**config.mk**
```make
export PLATFORM = sky130hd
export DESIGN_NAME = port_block
export DESIGN_NICKNAME = d
export VERILOG_FILES = /design/src/rtl/port_block_pkg.sv /design/src/rtl/port_block.sv
export SDC_FILE = /design/constraint.sdc
export NUM_CORES = 1
export LEC_CHECK = 0
export BUFFER_PORTS_ARGS = -buffer_cell sky130_fd_sc_hd__buf_2
export CORE_MARGIN = 2
export CORE_UTILIZATION = 30
export DETAILED_ROUTE_END_ITERATION = 8
export GPL_TIMING_DRIVEN = 1
export HOLD_SLACK_MARGIN = 0.1
export PLACE_DENSITY = 0.69
export SYNTH_ARGS = -nofsm -noshare
export SYNTH_HDL_FRONTEND = slang
export SYNTH_SLANG_ARGS = --single-unit
```
**constraint.sdc**
```tcl
create_clock -name mclk -period 2.77 [get_ports mclk]
set_clock_uncertainty 0.05 [all_clocks]
set_input_delay 0.554 -clock mclk [delete_from_list [all_inputs] [get_ports mclk]]
set_output_delay 0.554 -clock mclk [all_outputs]
set_load 0.02 [all_outputs]
```
**src/rtl/port_block_pkg.sv**
```systemverilog
// constants, carriers and register map of the general-purpose port block
package port_block_pkg;

    // ****************************************************************
    // register byte addresses
    // ****************************************************************
    localparam logic [7:0] ADDR_OUT_PORT_A   = 8'h00;
    localparam logic [7:0] ADDR_BIDIR_PORT_B = 8'h04;
    localparam logic [7:0] ADDR_BIDIR_PORT_C = 8'h08;
    localparam logic [7:0] ADDR_BIDIR_PORT_D = 8'h0C;
    localparam logic [7:0] ADDR_IN_PORT_A    = 8'h10;
    localparam logic [7:0] ADDR_OUT_PORT_B   = 8'h14;
    localparam logic [7:0] ADDR_OUT_PORT_C   = 8'h18;
    localparam logic [7:0] ADDR_DIR_B        = 8'h20;
    localparam logic [7:0] ADDR_DIR_CD       = 8'h24;
    localparam logic [7:0] ADDR_PULL_DOWN    = 8'h28;
    localparam logic [7:0] ADDR_CONTROL      = 8'h2C;

    // ****************************************************************
    // fields and reset values
    // ****************************************************************
    localparam int CTRL_CE_RESET_BIT   = 0;
    localparam int CTRL_CLOCK_STOP_BIT = 1;
    localparam int CTRL_HALT_BIT       = 2;
    localparam int DIR_C_LSB           = 0;
    localparam int DIR_D_LSB           = 2;

    localparam logic [3:0] LATCH_RESET     = 4'h0;
    localparam logic [3:0] DIR_RESET       = 4'h0;
    localparam logic [3:0] PULL_DOWN_RESET = 4'hF;

    // ****************************************************************
    // carriers
    // ****************************************************************
    typedef struct packed {
        logic [3:0] portB;
        logic [1:0] portC;
        logic [1:0] portD;
    } bidir_t;

    typedef struct packed {
        logic [3:0] portA;
        logic [3:0] portB;
        logic       portC;
    } outPins_t;

endpackage : port_block_pkg

```
**src/rtl/port_block.sv**
```systemverilog
// general-purpose port block with apb register access
//
// Implementation choices: the register addresses and register access over APB.
`timescale 1ns/1ps
`default_nettype none
module port_block (
    // clock and power-on reset
    input  wire logic                    mclk,
    input  wire logic                    reset_n,
    // apb slave
    input  wire logic                    psel,
    input  wire logic                    penable,
    input  wire logic                    pwrite,
    input  wire logic [7:0]              paddr,
    input  wire logic [31:0]             pwdata,
    output logic      [31:0]             prdata,
    output logic                         pready,
    output logic                         pslverr,
    // bidirectional port pins
    input  wire port_block_pkg::bidir_t  bidirIn,
    output port_block_pkg::bidir_t       bidirOut,
    output port_block_pkg::bidir_t       bidirOe,
    // input-only port pins
    input  wire logic [3:0]              inPortA,
    output logic      [3:0]              pullDownEn,
    // output-only port pins
    output port_block_pkg::outPins_t     outPins
);
    import port_block_pkg::*;

    // ****************************************************************
    // bus decode
    // ****************************************************************
    logic        wrEn;
    logic        setup;
    logic        mapped;
    logic        halt_q;
    logic        ceEvent;
    logic        stopEvent;
    logic [3:0]  wrNib;

    assign setup     = psel && !penable;
    assign wrEn      = psel && penable && pready && pwrite;
    assign wrNib     = pwdata[3:0];
    assign ceEvent   = wrEn && paddr == ADDR_CONTROL && pwdata[CTRL_CE_RESET_BIT];
    assign stopEvent = wrEn && paddr == ADDR_CONTROL && pwdata[CTRL_CLOCK_STOP_BIT];

    always_comb begin
        case (paddr)
            ADDR_OUT_PORT_A, ADDR_BIDIR_PORT_B, ADDR_BIDIR_PORT_C, ADDR_BIDIR_PORT_D,
            ADDR_IN_PORT_A, ADDR_OUT_PORT_B, ADDR_OUT_PORT_C, ADDR_DIR_B,
            ADDR_DIR_CD, ADDR_PULL_DOWN, ADDR_CONTROL: mapped = 1'b1;
            default:                                   mapped = 1'b0;
        endcase
    end

    // port writes are dropped while halted, so under halt only a ce reset or clock stop moves anything (it clears direction)
    logic portWr;
    assign portWr = wrEn && !halt_q;

    // ****************************************************************
    // control: halt level
    // ****************************************************************
    always_ff @(posedge mclk) begin
        if (!reset_n) begin
            halt_q <= 1'b0;
        end else if (wrEn && paddr == ADDR_CONTROL) begin
            halt_q <= pwdata[CTRL_HALT_BIT];
        end
    end

    // ****************************************************************
    // direction select registers
    // ****************************************************************
    logic [3:0] dirB_q;
    logic [3:0] dirCD_q;

    always_ff @(posedge mclk) begin
        if (!reset_n) begin
            dirB_q  <= DIR_RESET;
            dirCD_q <= DIR_RESET;
        end else if (ceEvent || stopEvent) begin
            dirB_q  <= DIR_RESET;
            dirCD_q <= DIR_RESET;
        end else if (portWr && paddr == ADDR_DIR_B) begin
            dirB_q  <= wrNib;
        end else if (portWr && paddr == ADDR_DIR_CD) begin
            dirCD_q <= wrNib;
        end
    end

    // ****************************************************************
    // bidirectional output latches, kept across ce reset and clock stop
    // ****************************************************************
    logic [3:0] latchB_q;
    logic [1:0] latchC_q;
    logic [1:0] latchD_q;

    always_ff @(posedge mclk) begin
        if (!reset_n) begin
            latchB_q <= LATCH_RESET;
            latchC_q <= LATCH_RESET[1:0];
            latchD_q <= LATCH_RESET[1:0];
        end else if (portWr) begin
            // latch updates whatever the direction
            if (paddr == ADDR_BIDIR_PORT_B) latchB_q <= wrNib;
            if (paddr == ADDR_BIDIR_PORT_C) latchC_q <= wrNib[1:0];
            if (paddr == ADDR_BIDIR_PORT_D) latchD_q <= wrNib[3:2];
        end
    end

    // ****************************************************************
    // output-only latches and input pull-downs
    // ****************************************************************
    logic [3:0] outA_q;
    logic [3:0] outB_q;
    logic       outC_q;
    logic [3:0] pullDown_q;

    always_ff @(posedge mclk) begin
        if (!reset_n) begin
            outA_q <= LATCH_RESET;
            outB_q <= LATCH_RESET;
            outC_q <= LATCH_RESET[0];
        end else if (portWr) begin
            // ce reset and clock stop deliberately not listed here
            if (paddr == ADDR_OUT_PORT_A) outA_q <= wrNib;
            if (paddr == ADDR_OUT_PORT_B) outB_q <= wrNib;
            if (paddr == ADDR_OUT_PORT_C) outC_q <= wrNib[0];
        end
    end

    always_ff @(posedge mclk) begin
        if (!reset_n) begin
            pullDown_q <= PULL_DOWN_RESET;
        end else if (portWr && paddr == ADDR_PULL_DOWN) begin
            pullDown_q <= wrNib;
        end
    end

    // ****************************************************************
    // pin drive: every output straight from a flip-flop
    // ****************************************************************
    always_comb begin
        bidirOut       = '{portB: latchB_q, portC: latchC_q, portD: latchD_q};
        bidirOe.portB  = dirB_q;
        bidirOe.portC  = dirCD_q[DIR_C_LSB +: 2];
        bidirOe.portD  = dirCD_q[DIR_D_LSB +: 2];
        outPins        = '{portA: outA_q, portB: outB_q, portC: outC_q};
        pullDownEn     = pullDown_q;
    end

    // ****************************************************************
    // read mux
    // ****************************************************************
    function automatic logic [3:0] pick(input logic [3:0] dir, input logic [3:0] lat,
                                        input logic [3:0] pin);
        pick = (dir & lat) | (~dir & pin);
    endfunction : pick

    logic [3:0] rdNib;
    logic [3:0] pickCD;

    // ports c and d share one select register, so one pick serves both halves
    assign pickCD = pick(dirCD_q, {latchD_q, latchC_q}, {bidirIn.portD, bidirIn.portC});
    always_comb begin
        case (paddr)
            ADDR_OUT_PORT_A:   rdNib = outA_q;
            ADDR_BIDIR_PORT_B: rdNib = pick(dirB_q, latchB_q, bidirIn.portB);
            ADDR_BIDIR_PORT_C: rdNib = {2'b00, pickCD[1:0]};
            ADDR_BIDIR_PORT_D: rdNib = {pickCD[3:2], 2'b00};
            ADDR_IN_PORT_A:    rdNib = inPortA;
            ADDR_OUT_PORT_B:   rdNib = outB_q;
            ADDR_OUT_PORT_C:   rdNib = {3'b000, outC_q};
            ADDR_DIR_B:        rdNib = dirB_q;
            ADDR_DIR_CD:       rdNib = dirCD_q;
            ADDR_PULL_DOWN:    rdNib = pullDown_q;
            ADDR_CONTROL:      rdNib = {1'b0, halt_q, 2'b00};
            default:           rdNib = 4'h0;
        endcase
    end

    // ****************************************************************
    // apb answer: one access cycle, no extra wait states
    // ****************************************************************
    always_ff @(posedge mclk) begin
        if (!reset_n) begin
            pready  <= 1'b0;
            pslverr <= 1'b0;
            prdata  <= 32'h0000_0000;
        end else begin
            pready  <= setup;
            pslverr <= setup && !mapped;
            prdata  <= (setup && !pwrite) ? {28'h000_0000, rdNib} : 32'h0000_0000;
        end
    end
endmodule : port_block
`default_nettype wire

```
==> results.md, run 1 <==
Power:
- Per report_power, the sequential group accounts for 49.3% of the total.
- The leakage power is approximately 0.0010 uW.
- The net switching power figure is around 290 uW.
- In this run switching power makes up ~28% of total power.
- The ratio of total power to cell area is around 390 nW/um^2.
- In this run, the combinational gates consume approximately an eighth of the power.
- VDD sags by at most 0.160 mV.
- The cell-internal power is about 760 uW.
- The clock network is responsible for a little under two fifths of the overall power.

Clock tree:
- TritonCTS built the clock tree.
- The H-tree depth is 2.
- After clock tree synthesis, the clock-pin slew on the worst setup and hold paths is ~0.07 ns.
- The TritonCTS buffer count is 5.
- Post-CTS repair changed the size of 0 cells.
- The insertion delay of the later-clocked pin in the worst-skew pair is just under 0.3 ns.
- The clock root buffer is clkbuf_8.
- The clock passes through at most 2 buffers.
- In this run, post-CTS hold repair placed 0 buffers.
- The number of sinks on the clock net is 36.
- The number of post-CTS setup repair buffers is 0.

Timing:
- The period utilization is 75.8%.
- Headroom to the max-slew limit came out at roughly 45%.
- Hold timing on the final database bottoms out at a slack of about 0.46 ns.
- The measured slew at the worst slew-check pin is 0.823 ns.
- The number of max-slew violations in the final report is 0.
- The hold violation total from the final report came to 0.
- The routed design could run at a clock period as short as roughly 2.1 ns.
- The maximum frequency from static timing analysis is between 400 and 500 MHz.
- The setup TNS is 0 ns.
- Setup violations remaining at the end of the flow were counted as 0.
- Setup repair after global routing left no endpoint under its margin.

Worst setup path:
- Of all nets on the critical path, the largest fanout is 19.
- The endpoint type of the worst setup path is a flop.
- STA classifies the critical path startpoint as a primary input.
- The startpoint of the most critical setup path is paddr[2].
- STA puts the critical path data required time at around 2.9 ns.
- The data arrival time of the worst path is 2.23 ns.
- The worst setup path is of the in -> reg kind.
- The launching point of the worst reg2reg path is halt_q.

Drt:
- For this run, design rule violations remaining after detail routing come to 0.
- The final layout contains routed wiring with a total length of ~6200 um.
- The detailed-route wire length per cell is 15.8 um.
- The number of DRC markers in iteration 0 is between 100 and 150.
- Using the TritonRoute via totals, the vias-per-cell ratio works out to roughly 4.8.
- The count of nets left with antenna violations once routing finished came out at 0.
- The first-pass iteration count of the detailed router is 4.
- The routed layout has 1898 vias.

GRT:
- The first global-routing pass estimated 9740 um of wire.
- The combined global-route utilization of all metal layers is between 10% and 20%.
- The number of global-route vias before repair is between 1500 and 2000.
- The number of antenna violations at the first check in global routing is 0.
- The sum of overflow across all layers after global routing is 0.
- Entering global routing, the biggest net connects 24 pins.

Worst hold path:
- The startpoint of the lowest-slack hold path is pullDownEn[1].
- The path type of the worst min-delay path is reg -> reg.

Synth:
- After synthesis, the mean cell area works out to 9.78 um^2.
- In this run, synthesis produced a sequential element count of 36.
- The number of instances in the synthesized netlist is 236.
- The most instantiated flip-flop cell in the synthesis netlist is dfxtp_1.
- After Yosys synthesis, XOR and XNOR cells account for 0% of the synthesized area.
- The sequential element share of the synthesized area is between 30% and 40%.
- The netlist uses a little under 50 different library cells.
- After Yosys synthesis, full adders, half adders and majority gates account for 0% of the synthesized area.
- The combinational family with the most area after synthesis is simple AND/OR/NAND/NOR gates.
- After Yosys synthesis, and, or, nand and nor cells account for between 20% and 30% of the synthesized area.
- After synthesis, the share of cell area in mux cells is ~18%.
- The number of flops mapped to enable cells by yosys is 0.
- Summing the areas of all compound-gate instances in the mapped netlist gives between 8 and 9% of the synthesized area.
- For this run, asynchronously set or reset flops after synthesis account for 0%.
- The Yosys step of the flow raised 0 warnings.
- After synthesis the cells add up to between 2000 and 2500 um^2.

Floorplan:
- The number of rows in the core area is 31.
- The die outline height is a little over 90 um.
- 120 I/O pins were placed.
- In this run the standard cell core region covers roughly 7300 um^2.
- The initial utilization of the core area, before any placement, comes to between 30% and 40%.
- The floorplan step defined a die boundary enclosing around 8400 um^2.
- The die span in x is roughly 92 um.

Placement:
- The count of buffers added on input and output ports is 63.
- The weighted congestion reported at the end of routability-driven placement is 0.853.
- Summing all placed instances gives a cell area of ~2600 um^2.
- Detailed placement ended at an HPWL of 4770 um.

Layout:
- The share of post-route cells with drive strength above 1 is 31.6%.
- The library cells used most frequently in the layout, excluding fill and tap cells, are buf_2 (63), dfxtp_1 (36), mux2i_1 (35).
- Compared with the post-synthesis result, the final layout area differs by 15.8%.
- The filler cell count is slightly below 800.
- The number of nets in the finished design is between 300 and 400.
- The design area is about 2700 um^2.
- 0 antenna diodes ended up in the layout.
- The library cell used most frequently in the layout, excluding fill and tap cells, is buf_2.

Outcome:
- The run finished with clean final reports.

Run:
- Across the run, the number of max-cap violations was 0.
[per-stage QoR]
| stage | power, uW | cells | worst slack [ns] | util (%) |
|---|---|---|---|---|
| finish | 1050 | 393 | 0.671 | 36.5 |
| global placement | 665 | 385 | 0.390 | 35.2 |
| global route | 1090 | 393 | 0.596 | 36.5 |
| floorplan | 657 | 263 | 0.601 | - |
| detailed placement | 666 | 385 | 0.369 | 35.2 |
| CTS | 1060 | 393 | 0.677 | 36.5 |
[power by group through the flow]
stage                     Sequential [uW]  Clock, uW  Combinational (uW)
after global routing                  519        427                 148
after CTS                             519        406                 135
after floorplan                       532          0                 125
final                                 519        395                 138
after detailed placement              531          0                 135
after global placement                531          0                 134
[metal layers]
metal | routed length (um) | GRT usage (%) | vias to the layer above
li1 | - | - | 906
met1 | 2670 | 19.2 | 893
met2 | 3060 | 24.8 | 88
met3 | 382 | 3.29 | 11
met4 | 88 | 4.23 | 0
met5 | 0 | 0 | -
[logic make-up after synthesis]
group,count (synthesis)
other,1
muxes,40
AOI/OAI and AO/OA,25
DFF,36
and+or+nand+nor,85
buffers and inverters,49
[cell type report]
| class | count | area, um^2 | area share [%] |
|---|---|---|---|
| sequential | 36 | 721 | 27.0 |
| clock buffer | 8 | 90.1 | 3.37 |
| tap | 99 | 124 | 4.63 |
| inverter | 3 | 11.3 | 0.421 |
| timing repair buffer | 69 | 360 | 13.5 |
| multi-input combinational | 178 | 1370 | 51.1 |
[final timing paths]
kind / endpoint / slack (ns) / depth (start not counted)
worst max register to register: prdata[2] / 0.80 / 4
worst max-delay path: latchB_q[1] / 0.67 / 6
worst min register to register: pullDownEn[1] / 0.46 / 2
worst min-delay path: pullDownEn[1] / 0.46 / 2
[cell usage after synthesis, types with 2 or more instances]
cell / number / area [um^2]
nor2b_1: 21 / 131
and3b_1: 2 / 17.5
nor4b_1: 3 / 26.3
or4b_4: 3 / 41.3
buf_6: 3 / 33.8
inv_1: 3 / 11.3
nor4_1: 3 / 18.8
nand3b_1: 2 / 15.0
buf_2: 5 / 25.0
or4_1: 2 / 15.0
o22a_1: 2 / 17.5
nor2_1: 12 / 45.0
mux2i_1: 35 / 350
buf_1: 2 / 7.51
a21o_1: 2 / 15.0
a31oi_1: 6 / 37.5
mux2_2: 3 / 33.8
dfxtp_1: 36 / 721
nand2_1: 9 / 33.8
and3_1: 3 / 18.8
a22oi_1: 3 / 22.5
nand3_1: 5 / 25.0
nor3_1: 5 / 25.0
buf_4: 29 / 218
nor4_4: 6 / 128
clkbuf_1: 7 / 26.3
o21ai_1: 2 / 10.0
[flip-flops by register name, summed over array words and instances (netlist names), 2 cells and up]
signal	flops
latchD_q	2
dirCD_q	4
outA_q	4
outB_q	4
latchB_q	4
dirB_q	4
latchC_q	2
prdata	4
pullDownEn	4
[critical path, stage by stage]
cell     delay (ns)
buf_2          0.31
or4b_4         0.57
nor4_4         0.32
buf_4          0.22
mux2i_1        0.20
nor2b_1        0.06
(Power assumes the default switching activity.)
==> inputs of run 2 (changes only) <==
ABC_AREA = 1   (was not set)
PLACE_DENSITY = 0.72   (was 0.69)
clock period = 1.9 ns   (was 2.77 ns; I/O delays follow)
==> results.md, run 2 <==
Outcome:
- Run status: finished clean (unchanged).

Placement:
- The post-detailed-placement half-perimeter wirelength is 4610 um (was 4770 um).
- The number of input and output port buffers inserted came to 63 (unchanged).
- The placed cell count is 472 (was 385).
- The cell area after placement is 2410 um^2 (was 2580 um^2).
- The weighted congestion reported at the end of routability-driven placement is 0.896 (was 0.853).

GRT:
- The number of antenna violations at the first check in global routing is 0 (unchanged).
- The number of global-route vias before repair is 1938 (was 1814).
- The pin count of the biggest net entering global routing came to 23 (was 24).
- The sum of overflow across all layers after global routing is 0 (unchanged).
- The combined global-route utilization of all metal layers is 15.6% (was 14.8%).
- The wire length of the first global-routing pass was 9130 um (was 9740 um).

Run:
- The max-capacitance violation count is 0 (unchanged).

Worst setup path:
- The biggest cell delay along the critical path is 0.32 ns (was 0.57 ns).
- The number of buffer and inverter instances along the worst setup path is 1 (was 2).
- The worst-path maximum fanout is 8 (was 19).
- Cell chain of the critical path: nand2_1 -> nor2_2 -> nand2_2 -> clkinv_2 -> nand3_1 -> o21ai_0 -> nor2_1 (was buf_2 -> or4b_4 -> nor4_4 -> buf_4 -> mux2i_1 -> nor2b_1).
- The cell at the slowest stage of the critical path is dfxtp_1 (was or4b_4).
- The required time reported for the critical path endpoint is 2.04 ns (was 2.91 ns).
- The setup slack on the worst flop-to-flop path is 0.53 ns (was 0.80 ns).
- The classification of the worst setup path is reg -> reg (was in -> reg).
- The data arrival time of the worst path was 1.51 ns (was 2.23 ns).
- The startpoint class of the critical path is a flop (was primary input).
- The endpoint type of the worst setup path is a flop (unchanged).
- The cell class contributing the biggest share of worst-path delay was simple AND/OR/NAND/NOR gates (unchanged).

Synth:
- Cell types with the largest area share after synthesis: dfxtp_1 (34%), nand2_1 (10%), buf_4 (10%), nand3_1 (8.5%), nor2_1 (8.4%) (was dfxtp_1 (31%), mux2i_1 (15%), buf_4 (9.4%), nor2b_1 (5.7%), nor4_4 (5.5%)).
- The dominant cell type by area after synthesis was dfxtp_1 (unchanged).
- The proportion of synthesized flip-flops having asynchronous set or reset is 0% (unchanged).
- The post-synthesis instance area is 2110 um^2 (was 2310 um^2).
- The per-instance average area after synthesis is 6.63 um^2 (was 9.78 um^2).
- The sequential element share of the synthesized area came to 34.2% (was 31.2%).
- The most instantiated flip-flop cell in the synthesis netlist was dfxtp_1 (unchanged).
- The count of synthesis-stage warnings from yosys is 0 (unchanged).
- The unique cell type count in the Yosys netlist is 21 (was 49).
- The most common cell in the synthesized netlist is nand2_1 (was dfxtp_1).
- The share of the synthesized area in the top cell type is 34.2% (was 31.2%).
- The flop and latch count out of synthesis is 36 (unchanged).
- Commonest cells post-synth: nand2_1 (59), nor2_1 (47), dfxtp_1 (36), nand3_1 (36) (was dfxtp_1 (36), mux2i_1 (35), buf_4 (29), nor2b_1 (21), nor2_1 (12)).
- The number of flops mapped to enable cells by yosys was 0 (unchanged).
- The number of instances in the synthesized netlist is 318 (was 236).

Power:
- The total power draw is 1480 uW (was 1050 uW).
- The leakage power is 0.00121 uW (was 0.00103 uW).
- The peak supply drop is 0.292 mV (was 0.160 mV).
- The ratio of total power to cell area is 592 nW/um^2 (was 393 nW/um^2).

Drt:
- The number of DRC markers in iteration 0 was 105 (was 129).
- The met3 wire length is 398 um (was 382 um).
- The count of vias placed by the detailed router is 2101 (was 1898).
- The detailed-route wire length per cell is 11.9 um (was 15.8 um).
- The routed metal-1 wirelength is 2490 um (was 2670 um).
- The total wire length after detailed routing came to 5730 um (was 6200 um).
- The highest metal layer used by the detailed router is met4 (unchanged).
- The via density per instance was 4.38 (was 4.83).
- The first-pass iteration count of the detailed router is 4 (unchanged).
- The met2 wire length is 2720 um (was 3060 um).
- The final antenna-violating net count is 0 (unchanged).
- The number of remaining DRC errors is 0 (unchanged).

Floorplan:
- The die footprint is 7720 um^2 (was 8410 um^2).
- The total core area is 6790 um^2 (was 7330 um^2).
- The starting utilization of the core area is 31.0% (was 31.5%).
- The die span in x came to 87.9 um (was 91.7 um).
- The number of rows in the core area is 30 (was 31).
- The die outline height is 87.9 um (was 91.7 um).
- The number of top-level pins is 120 (unchanged).

Layout:
- The post-synthesis to final-layout area growth is 18.8% (was 15.8%).
- The share of post-route cells with drive strength above 1 was 26.8% (was 31.6%).
- The number of non-filler instances in the completed layout is 480 (was 393).
- The design area is 2510 um^2 (was 2670 um^2).
- Most used cells in the layout excluding fill and tap cells: buf_2 (63), nand2_1 (59), nor2_1 (47) (was buf_2 (63), dfxtp_1 (36), mux2i_1 (35)).
- The number of nets in the finished design is 440 (was 350).
- The most common library cell in the layout ignoring fill and taps was buf_2 (unchanged).
- The number of inserted diodes is 0 (unchanged).

Clock tree:
- The clock root buffer is clkbuf_8 (unchanged).
- The clock transition at the registers of the reported paths is 0.07 ns (about the same).
- The clock tree from TritonCTS is built (unchanged).
- The insertion delay of the later-clocked pin in the worst-skew pair is 0.29 ns (about the same).
- The TritonCTS buffer count came to 5 (unchanged).
- The number of hold buffers added after CTS is 0 (unchanged).
- The maximum buffer depth of the clock tree came to 2 (unchanged).
- The H-tree depth is 2 (unchanged).
- The quantity of gates resized following cts is 0 (unchanged).
- The number of sinks on the clock net is 36 (unchanged).
- The number of post-CTS setup repair buffers came to 0 (unchanged).

Timing:
- After layout, the minimum clock period comes to roughly 1.4 ns.
- The final-layout worst hold slack is 0.328 ns (was 0.457 ns).
- The maximum frequency from static timing analysis is ~730 MHz.
- The count of final setup violators is 0 (unchanged).
- Setup repair after global routing missed its margin: false (unchanged).
- The number of max-slew violations in the final report is 0 (unchanged).
- The period utilization is between 70% and 80%.
- The hold violation total from the final report was 0 (unchanged).
- The setup TNS is 0 ns (unchanged).

Worst hold path:
- The path type of the worst min-delay path is in -> reg (was reg -> reg).
run 2: power by group:
group          internal, uW  switching, uW
Sequential              756          0.568
Combinational          41.9            132
Clock                   289            265
Total                  1090            398
run 2: cell type report:
class | count | area [um^2]
fill | 744 | 4290
inverter | 36 | 138
sequential | 36 | 721
timing repair buffer | 64 | 323
clock buffer | 6 | 82.6
multi-input combinational | 240 | 1110
clock inverter | 2 | 10.0
tap | 96 | 120
run 2: final timing paths:
path	from	end	cells after the start
min	psel	pready	3
max	pready	latchD_q[0]	7
max reg2reg	pready	latchD_q[0]	7
min reg2reg	outA_q[1]	outA_q[1]	2
run 2: through the flow:
| step | utilization, % | setup slack [ns] |
|---|---|---|
| 2_1_floorplan | - | 0.591 |
| 5_1_grt | 36.9 | 0.388 |
| 4_1_cts | 36.9 | 0.531 |
| 6_report | 36.9 | 0.526 |
| 3_3_place_gp | 35.5 | 0.292 |
| 3_5_place_dp | 35.5 | 0.269 |
run 2: routing by layer:
layer	vias up	global-route usage (%)
li1	1082	-
met3	10	4.34
met4	0	6.43
met1	942	18.8
met2	67	26.1
met5	-	0
run 2: cell families (layout without fill, tap and decap cells):
logic type	Yosys count	after routing	synth area share (%)
AND/OR/NAND/NOR	168	168	36.4
AO/OA/AOI/OAI	43	43	10.9
multiplexers	1	1	0.534
other	1	28	0.178
buffers and inverters	69	108	17.9
flip-flops	36	36	34.2
run 2: worst reg2reg max path, stage by stage, from the launching register on:
cell      delay (ns)
dfxtp_1         0.32
nand2_1         0.06
nor2_2          0.16
nand2_2         0.12
clkinv_2        0.15
nand3_1         0.16
o21ai_0         0.19
nor2_1          0.05
